==> config.mk <==
export PLATFORM = sky130hd
export DESIGN_NAME = fsw_writer
export DESIGN_NICKNAME = d
export VERILOG_FILES = /design/src/fsw_pkg.sv /design/src/fsw_writer.sv
export SDC_FILE = /design/constraint.sdc
export NUM_CORES = 1
export LEC_CHECK = 0
export BUFFER_PORTS_ARGS = -buffer_cell sky130_fd_sc_hd__buf_2
export CAP_MARGIN = 40
export CELL_PAD_IN_SITES_DETAIL_PLACEMENT = 0
export CELL_PAD_IN_SITES_GLOBAL_PLACEMENT = 1
export CORE_ASPECT_RATIO = 1.4
export CORE_MARGIN = 2
export CORE_UTILIZATION = 35
export DETAILED_ROUTE_END_ITERATION = 16
export GPL_TIMING_DRIVEN = 0
export PLACE_DENSITY = 0.88
export SYNTH_ARGS = -nofsm -noshare
export SYNTH_HDL_FRONTEND = slang
export SYNTH_SLANG_ARGS = --single-unit
==> constraint.sdc <==
create_clock -name clk -period 6.35 [get_ports clk]
set_clock_uncertainty 0.15 [all_clocks]
set_input_delay 1.5875 -clock clk [delete_from_list [all_inputs] [get_ports clk]]
set_output_delay 1.5875 -clock clk [all_outputs]
set_load 0.005 [all_outputs]
==> src/fsw_pkg.sv <==
/*
  Shared constants and types for the floating-point status field writer:
  field geometry, summary and exception bit positions, reset value, opcodes.
  Assumes big-endian bit numbering: bit 0 is the most significant bit.
*/
package fsw_pkg;

  // Geometry of the status register and of the source operand
  localparam int STAT_W     = 32;
  localparam int FIELD_W    = 4;
  localparam int NUM_FIELDS = 8;
  localparam int SRC_W      = 64;
  localparam int SRC_LO     = 32;
  localparam int IDX_W      = 5;
  localparam int FLD_IDX_W  = 3;

  // Fixed execution latency in clock cycles, whatever the mask holds
  localparam int EXEC_LATENCY = 1;

  // Summary and exception bit positions
  localparam int BIT_FX  = 0;
  localparam int BIT_FEX = 1;
  localparam int BIT_VX  = 2;
  localparam int BIT_OX  = 3;
  localparam int BIT_UX  = 4;
  localparam int BIT_ZX  = 5;
  localparam int BIT_XX  = 6;
  localparam int BIT_VE  = 24;
  localparam int BIT_OE  = 25;
  localparam int BIT_UE  = 26;
  localparam int BIT_ZE  = 27;
  localparam int BIT_XE  = 28;

  // Reset value and bit classes
  localparam logic [0:31] STAT_RESET  = 32'h0000_0000;
  localparam logic [0:31] EXC_MASK    = 32'h1FF8_0700;
  localparam logic [0:31] VX_CAUSES   = 32'h01F8_0700;
  localparam logic [0:3]  NIBBLE_ZERO = 4'h0;

  // Status-write instruction kinds
  typedef enum logic [1:0] {
    FSW_OP_FIELD_IMM,
    FSW_OP_FIELD_MASK,
    FSW_OP_BIT_CLR,
    FSW_OP_BIT_SET
  } fsw_op_t;

endpackage : fsw_pkg

==> src/fsw_writer.sv <==
/*
  Status and control register write unit: immediate field write, masked
  field write, single-bit clear and set, summary upkeep, record update of
  the condition register field, plus recording of exceptions from the FP
  units. Assumes the issue logic presents one instruction at a time and
  reports when all earlier FP instructions have drained.
*/
// Function
// - Field-0 writes load exception summary and overflow directly from source.
// - Field-0 writes never set exception summary through the sticky path.
// - Otherwise any exception bit rising sets the exception summary bit.
// - Field-0 writes derive bits 1 and 2 by summary, ignoring source.
// - Masked write takes source bits 32-63 under an eight-bit field mask.
// - Each selected field i takes source nibble i; others stay unchanged.
// - Masked write latency does not depend on how many fields are selected.
// - Bit clear zeroes only the indexed status bit.
// - Bit set raises the indexed status bit, and bit 0 too when that bit is a rising exception bit.
// - Bit clear and set cannot force bits 1 and 2.
// - Record variant copies the resulting status nibble to the condition field.
// - Immediate write places the nibble into the chosen field only.
// - Execute only after earlier FP work drained; hold later FP issue.
module fsw_writer
  import fsw_pkg::*;
(
  input  wire logic                  clk,
  input  wire logic                  reset,
  input  wire logic                  req_valid,
  output logic                       req_ready,
  input  wire fsw_op_t               req_op,
  input  wire logic                  req_record,
  input  wire logic [FLD_IDX_W-1:0]  target_field_index,
  input  wire logic [0:3]            immediate_nibble,
  input  wire logic [0:7]            field_mask,
  input  wire logic [0:SRC_W-1]      source_fp_register,
  input  wire logic [IDX_W-1:0]      target_bit_index,
  input  wire logic                  fp_drained,
  output logic                       fp_issue_hold,
  input  wire logic                  exc_valid,
  input  wire logic [0:STAT_W-1]     exc_bits,
  output logic                       done,
  output logic [0:STAT_W-1]          fp_status_control,
  output logic                       cr_update,
  output logic [0:3]                 condition_register_field
);

  // Invalid-operation summary from its cause bits
  function automatic logic vx_of(input logic [0:STAT_W-1] s);
    vx_of = |(s & VX_CAUSES);
  endfunction : vx_of

  // Enabled-exception summary from exceptions and their enables
  function automatic logic fex_of(input logic [0:STAT_W-1] s);
    logic [4:0] ex;
    logic [4:0] en;
    ex = {s[BIT_OX], s[BIT_UX], s[BIT_ZX], s[BIT_XX], vx_of(s)};
    en = {s[BIT_OE], s[BIT_UE], s[BIT_ZE], s[BIT_XE], s[BIT_VE]};
    fex_of = |(ex & en);
  endfunction : fex_of

  // True when a bit index names one of the two derived summaries
  function automatic logic is_derived(input logic [IDX_W-1:0] idx);
    is_derived = (idx == IDX_W'(BIT_FEX)) || (idx == IDX_W'(BIT_VX));
  endfunction : is_derived

  logic              accept;
  logic [0:STAT_W-1] status_r;
  logic [0:STAT_W-1] status_nxt;
  logic [0:STAT_W-1] base;
  logic [0:STAT_W-1] raw;
  logic [0:STAT_W-1] rise;
  logic              field0;
  logic              done_r;
  logic              cr_upd_r;
  logic [0:3]        cr_nib_r;

  // Acceptance waits for the FP pipe to drain; later FP issue held meanwhile
  assign req_ready     = fp_drained;
  assign accept        = req_valid && fp_drained;
  assign fp_issue_hold = req_valid;

  assign done                     = done_r;
  assign fp_status_control        = status_r;
  assign cr_update                = cr_upd_r;
  assign condition_register_field = cr_nib_r;

  // Next status: unit exceptions first, then the instruction, then summaries
  always_comb begin
    base   = status_r;
    raw    = status_r;
    field0 = 1'b0;
    // Units only report raw exception bits; summaries are ours to derive
    if (exc_valid) begin
      base = status_r | (exc_bits & EXC_MASK);
    end
    raw = base;
    if (accept) begin
      case (req_op)
        FSW_OP_FIELD_IMM: begin
          raw[FIELD_W*target_field_index +: FIELD_W] = immediate_nibble;
          field0 = (target_field_index == '0);
        end
        FSW_OP_FIELD_MASK: begin
          // One pass over all fields, so partial masks cost nothing extra
          for (int i = 0; i < NUM_FIELDS; i++) begin
            if (field_mask[i]) begin
              raw[FIELD_W*i +: FIELD_W] =
                source_fp_register[SRC_LO+FIELD_W*i +: FIELD_W];
            end
          end
          field0 = field_mask[0];
        end
        FSW_OP_BIT_CLR: begin
          if (!is_derived(target_bit_index)) begin
            raw[target_bit_index] = 1'b0;
          end
        end
        FSW_OP_BIT_SET: begin
          if (!is_derived(target_bit_index)) begin
            raw[target_bit_index] = 1'b1;
          end
        end
        default: begin
          raw = base;
        end
      endcase
    end
    rise       = raw & ~status_r & EXC_MASK;
    status_nxt = raw;
    // Direct load on field 0 beats the sticky path, even for a rising overflow
    if (field0) begin
      status_nxt[BIT_FX] = raw[BIT_FX];
    end else begin
      status_nxt[BIT_FX] = raw[BIT_FX] | (|rise);
    end
    // Source bits 1 and 2 are never taken; they are always derived
    status_nxt[BIT_VX]  = vx_of(raw);
    status_nxt[BIT_FEX] = fex_of(raw);
  end

  // Status register
  always_ff @(posedge clk or posedge reset) begin
    if (reset) begin
      status_r <= STAT_RESET;
    end else begin
      status_r <= status_nxt;
    end
  end

  // Completion strobe, one cycle after acceptance for every kind
  always_ff @(posedge clk or posedge reset) begin
    if (reset) begin
      done_r <= 1'b0;
    end else begin
      done_r <= accept;
    end
  end

  // Condition field update on the record variant only
  always_ff @(posedge clk or posedge reset) begin
    if (reset) begin
      cr_upd_r <= 1'b0;
      cr_nib_r <= NIBBLE_ZERO;
    end else begin
      cr_upd_r <= accept && req_record;
      if (accept && req_record) begin
        cr_nib_r <= status_nxt[0:3];
      end
    end
  end
endmodule : fsw_writer

==> impl_results.md, run 1 <==
* Worst hold path class: flip-flop to flip-flop
* First-pass iteration count of the detailed router at 5
* RR Endpoint: condition_register_field[1]
* R2r setup slk at ~3.8 ns
* Resize count post-CTS at 0
* Rel. slew slack at between 40% and 50%
* Synth top area share at 28.36%
* Outcome: complete, no violations
* Grt total ovfl at 0
* Vias in the first global route at 3920
* Worst endpoint required time at ~6.4 ns
* Syn Area/Cell at between 7 and 8 µm²
* Ys Warns at 0
* Core box area at 9407 µm²
* Top Ports at between 150 and 200
* Critical path arrival at between 3 and 4 ns
* Die Span X at 86.73 µm
* Met2 Routed Length at between 6000 and 7000 µm
* WL per Instance at ~21 µm
* Top layer in use: met4
* R2r worst-path depth at 7
* CTS tree: built
* Initial drt markers at around 310
* Top_reg_cell synth: dfrtp_1
* Die H at around 120 µm
* Setup CP Type: primary input to flip-flop
* Via count at ~3900
* Final non-filler cell total at ~640
* Leak at 1.757 nW
* Post-synth cell types at 70
* Count of pins over their slew limit at 0
* Clock Latency Late Sink at 0.29 ns
* Worst Hold Launch: condition_register_field[3]
* Number of buffers created by CTS at 5
* Yosys top cell by area: dfrtp_1
* Post-synthesis register bit count at 38
* Hold endpoint: condition_register_field[3]
* Startpoint types: primary input
* Post-CTS Setup Inserts at 0
* DRC at 0
* Hold Path Cell Cnt at 2
* Placer Congestion at approximately 1
* First-pass GRT wire length at 20990 µm
* Port bufs at roughly 110
* Share of cells above drive strength 1 at between 20% and 30%
* EDFF count, synth at 0
* Via density at ~6.1
* Metal3 WL at between 800 and 900 µm
* Synth Instances at roughly 420
* CP max FO at 10
* Worst r2r src: fp_status_control[12]
* Ranking of synthesized cells by area: dfrtp_1, a21oi_1, mux2i_1
* Final instance area at ~4200 µm²
* Area grow syn2layout at 25.56%
* Synth Cell Area at about 3400 µm²
* RSZ-0062 raised after global routing: false
* CTS root buf: clkbuf_16
* Worst-path clk slew at roughly 0.060 ns
* CTS HTree Levels at 2
* Setup ws final at approximately 2.4 ns
* Slew @ Worst Pin at ~0.8 ns
* CTS sink count at 38
* Post-place setup slack at between 2 and 2.5 ns
* Asr flop ratio synth at 100.0%
* Initial Utilization at 35.65%
* Endpoints failing hold at 0
* Sequential share of the synthesized area at roughly 28%
* Post-synthesis net count at between 500 and 600
* CP Capture Type: flip-flop
* M1 WL at 5465 µm
* Initial antenna violation count at 0
* Nets at between 600 and 700
* Ant diodes at 0
* Final Critical Period at approximately 3.9 ns
* GRT Overall Usage at 26.46%
* Detail Route Antenna Nets at 0
* Peak supply drop at about 150 µV
* TNS Setup at 0 ns
* Largest net degree at the start of global routing at 39
* Endpoints failing setup at 0
* Max Cap Viol at 0
* Cell area power density at between 200 and 250 nW/µm²
* Placed inst area at roughly 4000 µm²
* Cells after DPL at around 640
* CTS max path bufs at 2
* Routed WL at between 10000 and 15000 µm
* Row count at 42
* Max Clk Rate at approximately 250 MHz
* Share of the cycle needed by the critical path after routing at between 60% and 70%
* Hold bufs inserted after CTS at 0
* Post-DP HPWL at 10380 µm
* Die area at just over 10000 µm²
[cell type report]
cell class	count	area, µm²
Fill cell	986	5196
Multi-Input combinational cell	330	2167
Sequential cell	38	950.9
Timing Repair Buffer	105	525.5
Buffer	32	156.4
Tap cell	110	137.6
Clock buffer	5	125.1
Inverter	21	78.83
Clock inverter	3	68.82
[how the worst max path moves through the flow]
stage,start,end,slack (ns),cells past startpoint
finish,req_op[1],condition_register_field[1],2.42,9
global route,req_op[1],condition_register_field[1],2.31,9
CTS,req_op[1],condition_register_field[1],2.47,9
detailed placement,req_op[1],condition_register_field[1],2.17,9
global placement,req_op[1],condition_register_field[1],2.18,9
floorplan,req_valid,fp_issue_hold,2.91,1
[worst max-delay path, cell delays in order]
cell	delay, ns
buf_2	0.22
or2_1	0.22
buf_2	0.27
a31oi_1	0.08
o32a_1	0.36
nor4_1	0.52
nand4_1	0.22
o21ai_0	0.33
a31oi_1	0.12
[cell families (layout without fill, tap and decap cells)]
family                 Yosys count  after routing  synth area share [%]
buffers and inverters           53            166                 7.015
and+or+nand+nor                134            134                 22.02
muxes                           24             24                 7.201
AOI/OAI and AO/OA              172            172                 35.41
DFF                             38             38                 28.36
[where the power goes]
group / internal (mW) / switching (mW) / total [mW]
Clock: 0.226 / 0.115 / 0.341
Combinational: 0.125 / 0.172 / 0.297
Sequential: 0.274 / 0.0284 / 0.302
[placed cells by master, fill, tap and decap left out, drive strengths merged, types with 6 or more instances in the layout]
cell type | Yosys | routed
nand2b | 12 | 12
or3b | 6 | 6
nand2 | 19 | 19
a21o | 9 | 9
buf | 22 | 127
inv | 20 | 20
o22ai | 32 | 32
nand3 | 8 | 8
nand3b | 9 | 9
clkbuf | 10 | 15
a21oi | 49 | 49
o211ai | 8 | 8
nor2 | 42 | 42
dfrtp | 38 | 38
mux2i | 23 | 23
o21ai | 28 | 28
[stage by stage]
step                      utilization [%]  total power [mW]  hold WS (ns)
final                               44.76            0.9402        0.3462
after global routing                44.76            0.9780        0.3586
after CTS                           44.76            0.9382        0.3451
after detailed placement            42.70            0.5993        0.3311
after global placement              42.70            0.5933        0.3091
after floorplan                         -            0.4804        0.3233
[synth_stat cells (4+ instances only)]
cell / number
a21o_1: 9
clkbuf_1: 10
buf_1: 6
nor2b_1: 4
nor3_1: 4
buf_4: 4
nand3_1: 8
o22ai_1: 31
nand4_1: 5
nand2b_1: 12
o21ai_0: 22
a211oi_1: 5
nor2_1: 41
buf_2: 11
a21oi_1: 49
o211ai_1: 8
or2_1: 4
nand3b_1: 9
nand2_1: 19
mux2i_1: 23
o21ai_1: 4
o31ai_1: 5
inv_1: 20
dfrtp_1: 38
[metal layers]
layer  vias to the layer above  GRT usage, %
met4                         0         13.87
li1                       1815             -
met2                       190         43.32
met1                      1889         32.57
met5                         -             0
met3                        43         4.883
No activity file was read; power rests on OpenSTA's default activity.
==> inputs of run 2 (changes only) <==
Settings changed: CORE_UTILIZATION 35 to 33, PLACE_DENSITY 0.88 to 0.84.
Clock period 6.35 ns to 3.8 ns, I/O delays scaled along.
==> run 2 against run 1 <==
Non-clock buffer count is the same. Sequential power up 68%. Wire length rose by 0.93%. Setup slack got worse by 1.9 ns. Via count grew 0.38%. Worst hold slack got worse by 0.023 ns.
==> impl_results.md, run 2 (synthesized netlist as in run 1, its figures left out) <==
* First-pass GRT wire length at 20470 µm (-2.5%)
* Largest net degree at the start of global routing at 39 (unchanged)
* Initial drt markers at 389 (+24%)
* Routed WL at 13790 µm (+0.93%)
* Max Clk Rate at slightly above 300 MHz
* DRC at 0 (unchanged)
* Setup ws final at 0.5551 ns (-1.866 ns)
* Die Span X at 89.20 µm (+2.8%)
* Core box area at 9899 µm² (+5.2%)
* Worst endpoint required time at 3.81 ns (-2.55 ns)
* Combinational power share at 31.8% (+0.2 points)
* Area grow syn2layout at 26.49%
* Post-CTS Setup Inserts at 0 (unchanged)
* Port bufs at 105 (unchanged)
* GRT Overall Usage at 25.06% (-1.4 points)
* Post-place setup slack at 0.3197 ns (-1.854 ns)
* Switching power at 0.5216 mW (+66%)
* Post-DP HPWL at 10560 µm (+1.7%)
* Clock network power share at 35.9% (-0.4 points)
* Setup CP Type: primary input to flip-flop
* CTS root buf: clkbuf_16
* Detail Route Antenna Nets at 0 (unchanged)
* Die area at 11000 µm² (+5.8%)
* Peak supply drop at 177.9 µV (+20%)
* Hold bufs inserted after CTS at 0 (unchanged)
* Initial antenna violation count at 0 (unchanged)
* Number of buffers created by CTS at 5 (unchanged)
* Critical path arrival at 3.26 ns (-0.68 ns)
* CTS HTree Levels at 2 (unchanged)
* Top Ports at 164 (unchanged)
* Slew @ Worst Pin at 0.8251 ns (+0.002916 ns)
* Die H at 123.3 µm (+2.9%)
* Ant diodes at 0 (unchanged)
* Worst-path clk slew at 0.06 ns (about the same)
* Sequential share of power at 32.4% (+0.3 points)
* CP Capture Type: flip-flop
* Outcome: complete, no violations
* Cell area power density at 369.2 nW/µm² (+65%)
* Via count at 3952 (+0.38%)
* Final Critical Period at between 3 and 4 ns
* Row count at 43 (+2.4%)
* Switching Fraction at 33.31% (-0.20 points)
* Endpoints failing setup at 0 (unchanged)
* Worst hold path class: flip-flop to flip-flop
* RSZ-0062 raised after global routing: false
* Commonest non-fill, non-tap cell in the layout: buf_2
* Count of pins over their slew limit at 0 (unchanged)
* Startpoint types: primary input
* CTS tree: built
* Rel. slew slack at 44.99% (-0.11 points)
* CP max FO at 10 (unchanged)
* Resize count post-CTS at 0 (unchanged)
* Via density at 5.907 (-3.4%)
* Grt total ovfl at 0 (unchanged)
* First-pass iteration count of the detailed router at 5 (unchanged)
* CTS max path bufs at 2 (unchanged)
* Commonest non-fill, non-tap cells in the layout: buf_2, a21oi_1, nor2_1
* R2r setup slk at 1.24 ns (-2.54 ns)
* Max Cap Viol at 0 (unchanged)
* CTS sink count at 38 (unchanged)
* Leak at 1.757 nW (unchanged)
* TNS Setup at 0 ns (unchanged)
* Nets at 657 (unchanged)
* Initial Utilization at 33.87% (-1.8 points)
* Share of the cycle needed by the critical path after routing at between 80% and 90%
* Vias in the first global route at 3728 (-4.9%)
* Placer Congestion at 0.9372 (-3.6%)
* Int Pwr at 1.044 mW (+67%)
* WL per Instance at 20.62 µm (-2.8%)
* Share of cells above drive strength 1 at 28.46% (unchanged)
* Clock Latency Late Sink at 0.29 ns (about the same)
* Endpoints failing hold at 0 (unchanged)
-- run 2: cell counts in the layout (fill, tap and decap cells not counted) --
No cell type changed its count.
-- run 2: layout make-up --
cell class                      instances  area (µm²)
Fill cell                            1099        5658
Multi-Input combinational cell        330        2167
Sequential cell                        38       950.9
Timing Repair Buffer                  105       525.5
Tap cell                              135       168.9
Buffer                                 32       156.4
Clock buffer                            5       125.1
Inverter                               21       78.83
Clock inverter                          3       68.82
-- run 2: critical path, stage by stage --
cell	delay, ns
buf_2	0.22
or2_1	0.21
buf_2	0.28
a31oi_1	0.07
o32a_1	0.35
nor4_1	0.50
nand4_1	0.22
o21ai_0	0.32
a31oi_1	0.13
-- run 2: final timing paths --
kind,startpoint,endpoint,depth (start not counted)
max,req_op[1],condition_register_field[1],9
min,condition_register_field[3],condition_register_field[3],2
max reg2reg,fp_status_control[12],condition_register_field[1],7
min reg2reg,condition_register_field[3],condition_register_field[3],2
max in group asynchronous,reset,fp_status_control[5],2
min in group asynchronous,reset,fp_status_control[3],2
-- run 2: layer usage --
layer	vias to the layer above	GRT usage (%)	wire, µm
met2	210	41.85	6853
met3	53	2.603	824
met4	0	13.06	611
li1	1807	-	-
met1	1882	31.39	5503
met5	-	0	0
-- run 2: per-stage QoR --
| stage | total power, mW | instance area (µm²) | utilization [%] | std cells | hold WS (ns) |
|---|---|---|---|---|---|
| after floorplan | 0.8027 | 3353 | - | 421 | 0.3233 |
| after global routing | 1.635 | 4242 | 42.85 | 669 | 0.3452 |
| final | 1.566 | 4242 | 42.85 | 669 | 0.3229 |
| after global placement | 0.9960 | 4048 | 40.89 | 661 | 0.3068 |
| after detailed placement | 1.006 | 4048 | 40.89 | 661 | 0.3177 |
| after CTS | 1.569 | 4242 | 42.85 | 669 | 0.3316 |
-- run 2: power groups by stage --
stage,Sequential (mW),Combinational [mW],Clock (mW)
6_report,0.507,0.498,0.562
2_1_floorplan,0.509,0.294,0
4_1_cts,0.507,0.494,0.568
3_3_place_gp,0.511,0.485,0
3_5_place_dp,0.514,0.492,0
5_1_grt,0.514,0.542,0.580
